### config.mk
export PLATFORM = sky130hd
export DESIGN_NAME = phy_mgmt_control_status
export DESIGN_NICKNAME = d
export VERILOG_FILES = /design/src/rtl/phy_mgmt_pkg.sv /design/src/rtl/phy_mgmt_control_status.sv
export SDC_FILE = /design/constraint.sdc
export NUM_CORES = 1
export LEC_CHECK = 0
export BUFFER_PORTS_ARGS = -buffer_cell sky130_fd_sc_hd__clkbuf_2
export CORE_MARGIN = 8
export CORE_UTILIZATION = 30
export CTS_CLUSTER_SIZE = 14
export DETAILED_ROUTE_END_ITERATION = 8
export HOLD_SLACK_MARGIN = 0.05
export PLACE_DENSITY_LB_ADDON = 0.08
export SLEW_MARGIN = 20
export SYNTH_ARGS = -nofsm -noshare
export SYNTH_HDL_FRONTEND = slang
export SYNTH_SLANG_ARGS = --single-unit
### constraint.sdc
create_clock -name i_clk -period 1.95 [get_ports i_clk]
set_input_delay 0.195 -clock i_clk [delete_from_list [all_inputs] [get_ports i_clk]]
set_output_delay 0.195 -clock i_clk [all_outputs]
set_load 0.02 [all_outputs]
### src/rtl/phy_mgmt_pkg.sv
// Constants, field positions and carrier types for the PHY management block
package phy_mgmt_pkg;

  // ==========================================================================
  // Register addresses on the management interface
  localparam logic [4:0]  REG_CTRL        = 5'h00;
  localparam logic [4:0]  REG_STAT        = 5'h01;

  // ==========================================================================
  // Control register field positions and reset value
  localparam int          CTRL_LOOPBACK   = 14;
  localparam int          CTRL_SPEED_LSB  = 13;
  localparam int          CTRL_AN_ENABLE  = 12;
  localparam int          CTRL_POWER_DOWN = 11;
  localparam int          CTRL_ISOLATE    = 10;
  localparam int          CTRL_AN_RESTART = 9;
  localparam int          CTRL_DUPLEX     = 8;
  localparam int          CTRL_COL_TEST   = 7;
  localparam int          CTRL_SPEED_MSB  = 6;
  localparam logic [15:0] CTRL_RESET      = 16'h1040;

  // ==========================================================================
  // Status register field positions and reset value
  localparam int          STAT_AN_DONE    = 5;
  localparam int          STAT_REM_FAULT  = 4;
  localparam int          STAT_LINK       = 2;
  localparam int          STAT_JABBER     = 1;
  localparam logic [15:0] STAT_RESET      = 16'h7949;
  // Bits that never change: capabilities and fixed abilities
  localparam logic [15:0] STAT_CONST_MASK = 16'hFFC9;

  // ==========================================================================
  // Management frame encoding and lengths
  localparam logic [1:0]  OP_WRITE        = 2'h1;
  localparam logic [1:0]  OP_READ         = 2'h2;
  localparam logic [4:0]  HDR_BITS        = 5'h0C;
  localparam logic [4:0]  TA_BITS         = 5'h02;
  localparam logic [4:0]  DATA_BITS       = 5'h10;
  localparam logic [4:0]  SKIP_BITS       = 5'h12;

  // ==========================================================================
  // Speed codes
  localparam logic [1:0]  SPEED_10        = 2'h0;
  localparam logic [1:0]  SPEED_100       = 2'h1;
  localparam logic [1:0]  SPEED_1000      = 2'h2;
  localparam logic [1:0]  SPEED_RESERVED  = 2'h3;

  typedef enum logic [2:0] {
    ST_IDLE,
    ST_START,
    ST_HEADER,
    ST_TURN,
    ST_DATA_RD,
    ST_DATA_WR,
    ST_SKIP
  } mdio_state_t;

  typedef struct packed {
    logic       tx_en;
    logic       tx_er;
    logic [7:0] txd;
  } mac_tx_t;

  typedef struct packed {
    logic       rx_dv;
    logic       rx_er;
    logic [7:0] rxd;
    logic       crs;
    logic       col;
  } mac_rx_t;

endpackage : phy_mgmt_pkg

### src/rtl/phy_mgmt_control_status.sv
// Management control and status registers of a 10/100/1000 PHY
`timescale 1ns/1ps
`default_nettype none

module phy_mgmt_control_status (
  input  wire logic                  i_clk,
  input  wire logic                  i_resetn,
  input  wire logic [4:0]            i_phy_addr,
  input  wire logic                  i_mdc,
  input  wire logic                  i_mdio,
  output logic                       o_mdio,
  output logic                       o_mdio_oe,
  input  wire logic                  i_an_started,
  input  wire logic                  i_an_done,
  input  wire logic [1:0]            i_an_speed,
  input  wire logic                  i_an_full_duplex,
  input  wire logic                  i_link_up,
  input  wire logic                  i_remote_fault,
  input  wire logic                  i_jabber,
  input  wire phy_mgmt_pkg::mac_tx_t i_mac_tx,
  output phy_mgmt_pkg::mac_rx_t      o_mac_rx,
  output logic                       o_mac_rx_oe,
  input  wire phy_mgmt_pkg::mac_rx_t i_line_rx,
  output phy_mgmt_pkg::mac_tx_t      o_line_tx,
  output logic                       o_an_enable,
  output logic                       o_an_restart,
  output logic                       o_power_down,
  output logic                       o_link_drop,
  output logic                       o_loopback,
  output logic [1:0]                 o_speed,
  output logic                       o_full_duplex
);

  // ==========================================================================
  // State
  typedef struct packed {
    phy_mgmt_pkg::mdio_state_t fsm;
    logic [4:0]                cnt;
    logic [15:0]               shift;
    logic [1:0]                op;
    logic                      mine;
    logic [4:0]                regad;
    logic                      mdc_q;
    logic                      mdio_out;
    logic                      mdio_oe;
    logic                      loopback;
    logic                      speed_lsb;
    logic                      an_enable;
    logic                      power_down;
    logic                      isolate;
    logic                      an_restart;
    logic                      duplex;
    logic                      col_test;
    logic                      speed_msb;
    logic                      held_fault;
    logic                      held_link;
    logic                      held_jabber;
    logic                      link_drop;
    logic [1:0]                speed;
    logic                      full_duplex;
    phy_mgmt_pkg::mac_rx_t     mac_rx;
    phy_mgmt_pkg::mac_tx_t     line_tx;
  } state_t;

  state_t s;
  state_t next_s;

  logic        mdc_rise;
  logic [11:0] hdr;
  logic [15:0] ctrl_view;
  logic [15:0] stat_view;
  logic        rd_clear;
  logic        mac_live;
  logic [1:0]  forced_code;
  logic [15:0] wr_word;

  // ==========================================================================
  // Register views
  always_comb begin
    ctrl_view = '0;
    ctrl_view[phy_mgmt_pkg::CTRL_LOOPBACK]   = s.loopback;
    ctrl_view[phy_mgmt_pkg::CTRL_SPEED_LSB]  = s.speed_lsb;
    ctrl_view[phy_mgmt_pkg::CTRL_AN_ENABLE]  = s.an_enable;
    ctrl_view[phy_mgmt_pkg::CTRL_POWER_DOWN] = s.power_down;
    ctrl_view[phy_mgmt_pkg::CTRL_ISOLATE]    = s.isolate;
    ctrl_view[phy_mgmt_pkg::CTRL_AN_RESTART] = s.an_restart;
    ctrl_view[phy_mgmt_pkg::CTRL_DUPLEX]     = s.duplex;
    ctrl_view[phy_mgmt_pkg::CTRL_COL_TEST]   = s.col_test;
    ctrl_view[phy_mgmt_pkg::CTRL_SPEED_MSB]  = s.speed_msb;
    // Capability bits are constants from reset value
    stat_view = phy_mgmt_pkg::STAT_RESET &
                phy_mgmt_pkg::STAT_CONST_MASK;
    stat_view[phy_mgmt_pkg::STAT_AN_DONE]   = i_an_done;
    stat_view[phy_mgmt_pkg::STAT_REM_FAULT] = s.held_fault;
    stat_view[phy_mgmt_pkg::STAT_LINK]      = s.held_link;
    stat_view[phy_mgmt_pkg::STAT_JABBER]    = s.held_jabber;
  end

  assign mdc_rise    = i_mdc & ~s.mdc_q;
  assign hdr         = {s.shift[10:0], i_mdio};
  assign mac_live    = ~s.power_down & ~s.isolate;
  assign forced_code = {s.speed_msb, s.speed_lsb};
  assign wr_word     = {s.shift[14:0], i_mdio};

  // ==========================================================================
  // Next state
  always_comb begin
    next_s       = s;
    next_s.mdc_q = i_mdc;
    rd_clear     = 1'b0;

    // Management frame receiver and responder
    if (mdc_rise) begin
      case (s.fsm)
        phy_mgmt_pkg::ST_IDLE: begin
          // Preamble is optional: any 0 opens a start field
          next_s.mdio_oe = 1'b0;
          if (!i_mdio) begin
            next_s.fsm = phy_mgmt_pkg::ST_START;
          end
        end
        phy_mgmt_pkg::ST_START: begin
          next_s.cnt = '0;
          next_s.fsm = i_mdio ? phy_mgmt_pkg::ST_HEADER
                              : phy_mgmt_pkg::ST_IDLE;
        end
        phy_mgmt_pkg::ST_HEADER: begin
          next_s.shift = {s.shift[14:0], i_mdio};
          next_s.cnt   = s.cnt + 5'h01;
          if (s.cnt == phy_mgmt_pkg::HDR_BITS - 5'h01) begin
            next_s.op    = hdr[11:10];
            next_s.mine  = (hdr[9:5] == i_phy_addr);
            next_s.regad = hdr[4:0];
            next_s.cnt   = '0;
            if (hdr[11:10] == phy_mgmt_pkg::OP_READ &&
                hdr[9:5] == i_phy_addr) begin
              next_s.fsm = phy_mgmt_pkg::ST_TURN;
              if (hdr[4:0] == phy_mgmt_pkg::REG_CTRL) begin
                next_s.shift = ctrl_view;
              end else if (hdr[4:0] == phy_mgmt_pkg::REG_STAT) begin
                next_s.shift = stat_view;
                rd_clear     = 1'b1;
              end else begin
                next_s.shift = '0;
              end
            end else if (hdr[11:10] == phy_mgmt_pkg::OP_WRITE) begin
              next_s.fsm = phy_mgmt_pkg::ST_TURN;
            end else begin
              next_s.fsm = phy_mgmt_pkg::ST_SKIP;
            end
          end
        end
        phy_mgmt_pkg::ST_TURN: begin
          next_s.cnt = s.cnt + 5'h01;
          if (s.op == phy_mgmt_pkg::OP_READ) begin
            if (s.cnt == '0) begin
              next_s.mdio_oe  = 1'b1;
              next_s.mdio_out = 1'b0;
            end else begin
              next_s.mdio_out = s.shift[15];
              next_s.shift    = {s.shift[14:0], 1'b0};
              next_s.cnt      = '0;
              next_s.fsm      = phy_mgmt_pkg::ST_DATA_RD;
            end
          end else if (s.cnt == phy_mgmt_pkg::TA_BITS - 5'h01) begin
            next_s.cnt = '0;
            next_s.fsm = phy_mgmt_pkg::ST_DATA_WR;
          end
        end
        phy_mgmt_pkg::ST_DATA_RD: begin
          next_s.cnt = s.cnt + 5'h01;
          if (s.cnt == phy_mgmt_pkg::DATA_BITS - 5'h01) begin
            next_s.mdio_oe = 1'b0;
            next_s.fsm     = phy_mgmt_pkg::ST_IDLE;
          end else begin
            next_s.mdio_out = s.shift[15];
            next_s.shift    = {s.shift[14:0], 1'b0};
          end
        end
        phy_mgmt_pkg::ST_DATA_WR: begin
          next_s.shift = {s.shift[14:0], i_mdio};
          next_s.cnt   = s.cnt + 5'h01;
          if (s.cnt == phy_mgmt_pkg::DATA_BITS - 5'h01) begin
            next_s.fsm = phy_mgmt_pkg::ST_IDLE;
            // Status writes fall through untouched
            if (s.mine && s.regad == phy_mgmt_pkg::REG_CTRL) begin
              next_s.loopback   = wr_word[phy_mgmt_pkg::CTRL_LOOPBACK];
              next_s.speed_lsb  = wr_word[phy_mgmt_pkg::CTRL_SPEED_LSB];
              next_s.an_enable  = wr_word[phy_mgmt_pkg::CTRL_AN_ENABLE];
              next_s.power_down = wr_word[phy_mgmt_pkg::CTRL_POWER_DOWN];
              next_s.isolate    = wr_word[phy_mgmt_pkg::CTRL_ISOLATE];
              next_s.duplex     = wr_word[phy_mgmt_pkg::CTRL_DUPLEX];
              next_s.col_test   = wr_word[phy_mgmt_pkg::CTRL_COL_TEST];
              next_s.speed_msb  = wr_word[phy_mgmt_pkg::CTRL_SPEED_MSB];
              // Writing 0 keeps a pending restart set unless negotiation is written off too
              if (wr_word[phy_mgmt_pkg::CTRL_AN_RESTART] &&
                  wr_word[phy_mgmt_pkg::CTRL_AN_ENABLE]) begin
                next_s.an_restart = 1'b1;
              end
            end
          end
        end
        phy_mgmt_pkg::ST_SKIP: begin
          // Foreign frames are counted out so data is never taken as start
          next_s.cnt = s.cnt + 5'h01;
          if (s.cnt == phy_mgmt_pkg::SKIP_BITS - 5'h01) begin
            next_s.fsm = phy_mgmt_pkg::ST_IDLE;
          end
        end
        default: begin
          next_s.fsm     = phy_mgmt_pkg::ST_IDLE;
          next_s.mdio_oe = 1'b0;
        end
      endcase
    end

    // Self-clear once negotiation has begun; a same-cycle write wins
    if (i_an_started && !(next_s.an_restart && !s.an_restart)) begin
      next_s.an_restart = 1'b0;
    end
    if (!next_s.an_enable) begin
      next_s.an_restart = 1'b0;
    end

    // Latched status: the event wins over the clearing read
    next_s.held_fault  = i_remote_fault |
                         (s.held_fault & ~rd_clear);
    next_s.held_jabber = i_jabber | (s.held_jabber & ~rd_clear);
    next_s.held_link   = i_link_up & (s.held_link | rd_clear);

    // Operating mode
    next_s.link_drop = next_s.power_down & ~s.power_down;
    if (s.an_enable) begin
      if (i_an_speed != phy_mgmt_pkg::SPEED_RESERVED) begin
        next_s.speed = i_an_speed;
      end
    end else if (forced_code != phy_mgmt_pkg::SPEED_RESERVED) begin
      next_s.speed = forced_code;
    end
    if (s.loopback) begin
      next_s.full_duplex = 1'b1;
    end else if (s.an_enable) begin
      next_s.full_duplex = i_an_full_duplex;
    end else begin
      next_s.full_duplex = s.duplex;
    end

    // MAC-side data paths, one flop of latency each way
    next_s.line_tx = mac_live ? i_mac_tx : '0;
    next_s.mac_rx  = '0;
    if (!s.power_down) begin
      if (s.loopback) begin
        next_s.mac_rx.rx_dv = i_mac_tx.tx_en;
        next_s.mac_rx.rx_er = i_mac_tx.tx_er;
        next_s.mac_rx.rxd   = i_mac_tx.txd;
        next_s.mac_rx.crs   = i_mac_tx.tx_en;
      end else begin
        next_s.mac_rx     = i_line_rx;
        next_s.mac_rx.col = i_line_rx.col;
      end
      if (s.col_test) begin
        next_s.mac_rx.col = i_mac_tx.tx_en;
      end
      if (s.isolate) begin
        next_s.mac_rx = '0;
      end
    end
  end

  // ==========================================================================
  // Registers
  always_ff @(posedge i_clk or negedge i_resetn) begin
    if (!i_resetn) begin
      s            <= '0;
      s.fsm        <= phy_mgmt_pkg::ST_IDLE;
      s.loopback   <= phy_mgmt_pkg::CTRL_RESET[phy_mgmt_pkg::CTRL_LOOPBACK];
      s.speed_lsb  <= phy_mgmt_pkg::CTRL_RESET[phy_mgmt_pkg::CTRL_SPEED_LSB];
      s.an_enable  <= phy_mgmt_pkg::CTRL_RESET[phy_mgmt_pkg::CTRL_AN_ENABLE];
      s.power_down <= phy_mgmt_pkg::CTRL_RESET[phy_mgmt_pkg::CTRL_POWER_DOWN];
      s.isolate    <= phy_mgmt_pkg::CTRL_RESET[phy_mgmt_pkg::CTRL_ISOLATE];
      s.duplex     <= phy_mgmt_pkg::CTRL_RESET[phy_mgmt_pkg::CTRL_DUPLEX];
      s.col_test   <= phy_mgmt_pkg::CTRL_RESET[phy_mgmt_pkg::CTRL_COL_TEST];
      s.speed_msb  <= phy_mgmt_pkg::CTRL_RESET[phy_mgmt_pkg::CTRL_SPEED_MSB];
    end else begin
      s <= next_s;
    end
  end

  // ==========================================================================
  // Outputs
  assign o_mdio        = s.mdio_out;
  assign o_mdio_oe     = s.mdio_oe;
  assign o_mac_rx      = s.mac_rx;
  assign o_mac_rx_oe   = ~s.isolate;
  assign o_line_tx     = s.line_tx;
  assign o_an_enable   = s.an_enable;
  assign o_an_restart  = s.an_restart;
  assign o_power_down  = s.power_down;
  assign o_link_drop   = s.link_drop;
  assign o_loopback    = s.loopback;
  assign o_speed       = s.speed;
  assign o_full_duplex = s.full_duplex;

endmodule : phy_mgmt_control_status

`default_nettype wire

==> reports/results.txt <==
The port buffer count works out to 71. The layout has 1,187 filler cells. Counting distinct cell types in the post-synthesis netlist gives 65. At the later pin of the worst-skew pair, clock insertion delay measures 340 ps. Clock tree synthesis selected as its root buffer the cell sky130_fd_sc_hd__clkbuf_16.

Non-filler instance count after layout: 616. The number of nets handed over by synthesis was 394. The simple-gate portion of the synthesized area works out to 0.180. Entering global routing, the biggest net connects 47 pins. The synthesized design contains 0 enable-type register cells. The die is 127 um tall. The run gives 28 as the number of failing setup endpoints in the final timing report.

For this run, the leading register cell type out of synthesis is sky130_fd_sc_hd__dfrtp_1. TritonCTS built the clock tree. The logs give 2170 ps for the data required time at the worst endpoint and 0 for the hold violation total from the final report. The maximum fanout encountered on the critical timing path works out to 6. The post-synthesis cell area is 3700 um^2. The floorplan step defined a die boundary enclosing 16,100 um^2. 72 I/O pins were placed. Clock-pin slew was measured on the worst setup and hold paths at 60 ps.

Dividing the detail-routed via count by the number of cells gives 4.91. The flow ran to the end, but the final reports show violations. For the worst hold margin, the log shows 76.0 ps. From left edge to right edge, the die measures 127 um. For the final database, setup skew stands at 4.28 ps. The top achievable clock speed is 451 MHz, and the synthesized-area fraction occupied by xor and xnor cells is 0.0139. The final layout contains 507 nets. Synthesis inferred 73 register bits.

Across the VDD grid, the largest voltage drop is 466 uV. After global routing the overflow that remains totals 0. Summed over all cells, the static leakage comes to 0.00230 uW.

The tools report the number of diodes as 0. The share of cell area taken by muxes after synthesis came out at 0.0426. The worst setup path is captured at a register. The post-synthesis compound-gate area fraction was 0.166; the portion of the clock cycle consumed by the worst path in the final layout was 1.14. The power per standard cell area was 1120 nW/um^2; the area added between synthesis and finish was 36.7%. The critical path in this run is classified as reg2reg. The initial cell density of the core is 0.308, and the per-instance average area after synthesis is 10.5 um^2. The run gives 0.494 as the sequential-to-total area share from yosys stat. STA classifies the critical path startpoint as a register. The number of nets with antenna violations after routing is 0, and the via count of the first global-routing pass is 3,191. Summing over every cut layer, the via total after detailed routing is 3,024. Routed length per placed instance: 16.5 um.

For the pin with the worst max-slew slack, the measured transition is 757 ps. The fraction of layout cells with a size suffix above 1 is 0.435, and the final worst setup slack is -267 ps. The run gives 4450 um^2 as the placed cell area. The worst hold path belongs to the class in2reg. The run gives 4 as the first-pass iteration count of the detailed router. Setup total negative slack on the finished layout was measured at -3900 ps. The final reports fail on setup timing.

The adder-cell share of the synthesized area was 0.0135. The total number of clock tree sinks was 73; the post-route minimum period was 2220 ps. The run gives 2 as the buffer levels on the longest clock path. Setup repair after global routing could not meet its margin everywhere.

The first global-routing pass estimated 16,600 um of wire. The clock tree synthesis step divided the H-tree into 3 levels. By area, the combinational part of the netlist is dominated by simple AND/OR/NAND/NOR gates. After detailed routing, the number of remaining DRC violations is 0. In this run, the number of DRC markers left after iteration 0 of detailed routing was 182.

The final HPWL from detailed placement was 7380 um; the number of instances in the synthesized netlist was 351. The tools report the aggregate global-route resource usage as 0.130. The cell total after placement came out at 589.

The tools report the routability congestion estimate as 0.847. The run gives 9 as the number of clock buffers inserted by TritonCTS. Worst slew margin relative to its limit: 0.495. The total count of max-transition violations in the final report came out at 0. Data arrives at the worst endpoint at 2440 ps. The final core utilization is 0.421, and the number of cell rows is 40. For the number of antenna violations at the first check in global routing, the log shows 0.

The run gives 0 as the max capacitance violation total. The share of flip-flops with an asynchronous set or reset after synthesis came out at 1.00. The Yosys step of the flow raised 0 warnings.

The finished cells cover 5060 um^2. The floorplan step defined a core boundary enclosing 12,000 um^2. Summed over all layers, the routed wires come to 10,200 um.
==> logic make-up (layout without fill, tap and decap cells) <==
logic type | Yosys count | after routing
compound gates | 82 | 82
xor+xnor | 5 | 5
fa+ha+maj | 4 | 4
buf+inv | 58 | 176
flops | 73 | 73
mux | 15 | 15
simple gates | 114 | 114
==> layout by cell type (no fill, tap or decap), drive strengths merged, types with 2 or more instances in the layout <==
cell type | Yosys | final
buf | 31 | 67
and4 | 2 | 2
a21oi | 14 | 14
clkbuf | 8 | 82
o211ai | 4 | 4
dfstp | 2 | 2
clkinvlp | 0 | 2
nor2b | 4 | 4
o221ai | 7 | 7
nand2b | 8 | 8
a221o | 7 | 7
a41oi | 3 | 3
bufinv | 0 | 2
nor3 | 4 | 4
mux2i | 9 | 9
or3 | 5 | 5
dlygate4sd3 | 0 | 4
nand4 | 3 | 3
o21a | 2 | 2
o31a | 3 | 3
nor4b | 2 | 2
nand2 | 29 | 29
mux2 | 6 | 6
dfrtp | 71 | 71
nor3b | 5 | 5
nor4 | 4 | 4
a211o | 2 | 2
and3 | 2 | 2
inv | 19 | 19
ha | 4 | 4
nand3 | 3 | 3
xnor2 | 5 | 5
or2 | 3 | 3
o21ai | 23 | 23
or4 | 2 | 2
nor2 | 20 | 20
a21o | 4 | 4
and2 | 12 | 12
==> synthesized netlist by cell type, types with 2 or more instances <==
master | instances | area share
sky130_fd_sc_hd__a211o_1 | 2 | 0.0047
sky130_fd_sc_hd__o221ai_2 | 6 | 0.024
sky130_fd_sc_hd__inv_1 | 19 | 0.019
sky130_fd_sc_hd__dfstp_2 | 2 | 0.014
sky130_fd_sc_hd__nor2_1 | 19 | 0.019
sky130_fd_sc_hd__nand3_1 | 3 | 0.0041
sky130_fd_sc_hd__mux2i_1 | 9 | 0.024
sky130_fd_sc_hd__and4_1 | 2 | 0.0047
sky130_fd_sc_hd__a221o_1 | 7 | 0.019
sky130_fd_sc_hd__and3_1 | 2 | 0.0034
sky130_fd_sc_hd__buf_2 | 3 | 0.0041
sky130_fd_sc_hd__nor3_1 | 4 | 0.0054
sky130_fd_sc_hd__o21ai_0 | 22 | 0.030
sky130_fd_sc_hd__nor4_1 | 3 | 0.0051
sky130_fd_sc_hd__nor2b_1 | 4 | 0.0068
sky130_fd_sc_hd__ha_1 | 4 | 0.014
sky130_fd_sc_hd__or4_4 | 2 | 0.0061
sky130_fd_sc_hd__buf_6 | 3 | 0.0091
sky130_fd_sc_hd__a21oi_1 | 14 | 0.019
sky130_fd_sc_hd__buf_4 | 24 | 0.049
sky130_fd_sc_hd__a41oi_1 | 3 | 0.0071
sky130_fd_sc_hd__clkbuf_1 | 8 | 0.0081
sky130_fd_sc_hd__nand2_1 | 29 | 0.029
sky130_fd_sc_hd__dfrtp_1 | 71 | 0.48
sky130_fd_sc_hd__o31a_1 | 3 | 0.0071
sky130_fd_sc_hd__or3_1 | 5 | 0.0085
sky130_fd_sc_hd__nand2b_1 | 8 | 0.014
sky130_fd_sc_hd__o211ai_1 | 4 | 0.0081
sky130_fd_sc_hd__a21o_1 | 4 | 0.0081
sky130_fd_sc_hd__and2_1 | 12 | 0.020
sky130_fd_sc_hd__or2_2 | 2 | 0.0034
sky130_fd_sc_hd__xnor2_1 | 4 | 0.0095
sky130_fd_sc_hd__mux2_2 | 6 | 0.018
sky130_fd_sc_hd__nand4_1 | 2 | 0.0034
sky130_fd_sc_hd__nor3b_1 | 5 | 0.010
sky130_fd_sc_hd__o21a_1 | 2 | 0.0041
==> area by class of cell <==
cell class,count,area (um^2),area share
multi-input cells,220,1700,0.336
flip-flops and latches,73,1830,0.362
inverters,19,71.3,0.0141
repair buffers,141,940,0.186
well taps,147,184,0.0364
clock buffers,12,256,0.0507
clock inverters,4,75.1,0.0148
==> state kept, by name (all words and copies together) (netlist names), 2 cells and up <==
register / cells
hdr: 11
o_speed: 2
o_mac_rx: 12
ctrl_view: 5
o_line_tx: 10
s: 25
==> power breakdown <==
group | internal, uW | switching, uW | total, uW
logic | 942 | 906 | 1850
registers | 1740 | 212 | 1950
clock network | 1190 | 667 | 1860
==> per-layer routing <==
metal  global-route usage  routed length (um)  vias to the layer above
li1                     -                   -                     1458
met1                0.158                4650                     1469
met2                0.201                4680                       79
met3               0.0403                 607                       18
met4               0.0742                 230                        0
met5                    0                   0                        -
==> final timing paths <==
kind	endpoint	cells past startpoint	startpoint	slack (ps)
min	s[27]$_DFF_PN0_	2	i_link_up	80
max	hdr[6]$_DFFE_PN0P_	8	s[65]$_DFFE_PN0P_	-270
max in group asynchronous	ctrl_view[7]$_DFFE_PN0P_	3	i_resetn	970
max reg2reg	hdr[6]$_DFFE_PN0P_	8	s[65]$_DFFE_PN0P_	-270
min reg2reg	s[47]$_DFFE_PN0P_	2	s[47]$_DFFE_PN0P_	470
min in group asynchronous	s[68]$_DFFE_PN0P_	2	i_resetn	420
==> per-stage QoR <==
stage                     power [uW]  worst slack [ps]
after floorplan                 2870             -65.5
after global placement          3650              -229
after detailed placement        3630              -266
after CTS                       5640              -243
after global routing            6000              -346
final                           5660              -267
==> worst max-delay path, stage by stage (launching register included) <==
cell                       delay [ps]
sky130_fd_sc_hd__dfrtp_2          440
sky130_fd_sc_hd__inv_2             80
sky130_fd_sc_hd__ha_4             120
sky130_fd_sc_hd__or4b_4           450
sky130_fd_sc_hd__o31a_1           320
sky130_fd_sc_hd__o211ai_1         170
sky130_fd_sc_hd__buf_4            180
sky130_fd_sc_hd__nor4_4            50
sky130_fd_sc_hd__a221o_1          290
==> timing repair <==
action                                  in CTS  in global routing
hold buffers                                 4                  0
resized for setup                           16                 42
setup buffers                                3                  4
endpoints found under the setup margin      39                 44
hold endpoints to repair                    45                  0
cloned                                       0                  1
pin swaps                                    5                 17
No activity file was read; power rests on OpenSTA's default activity.
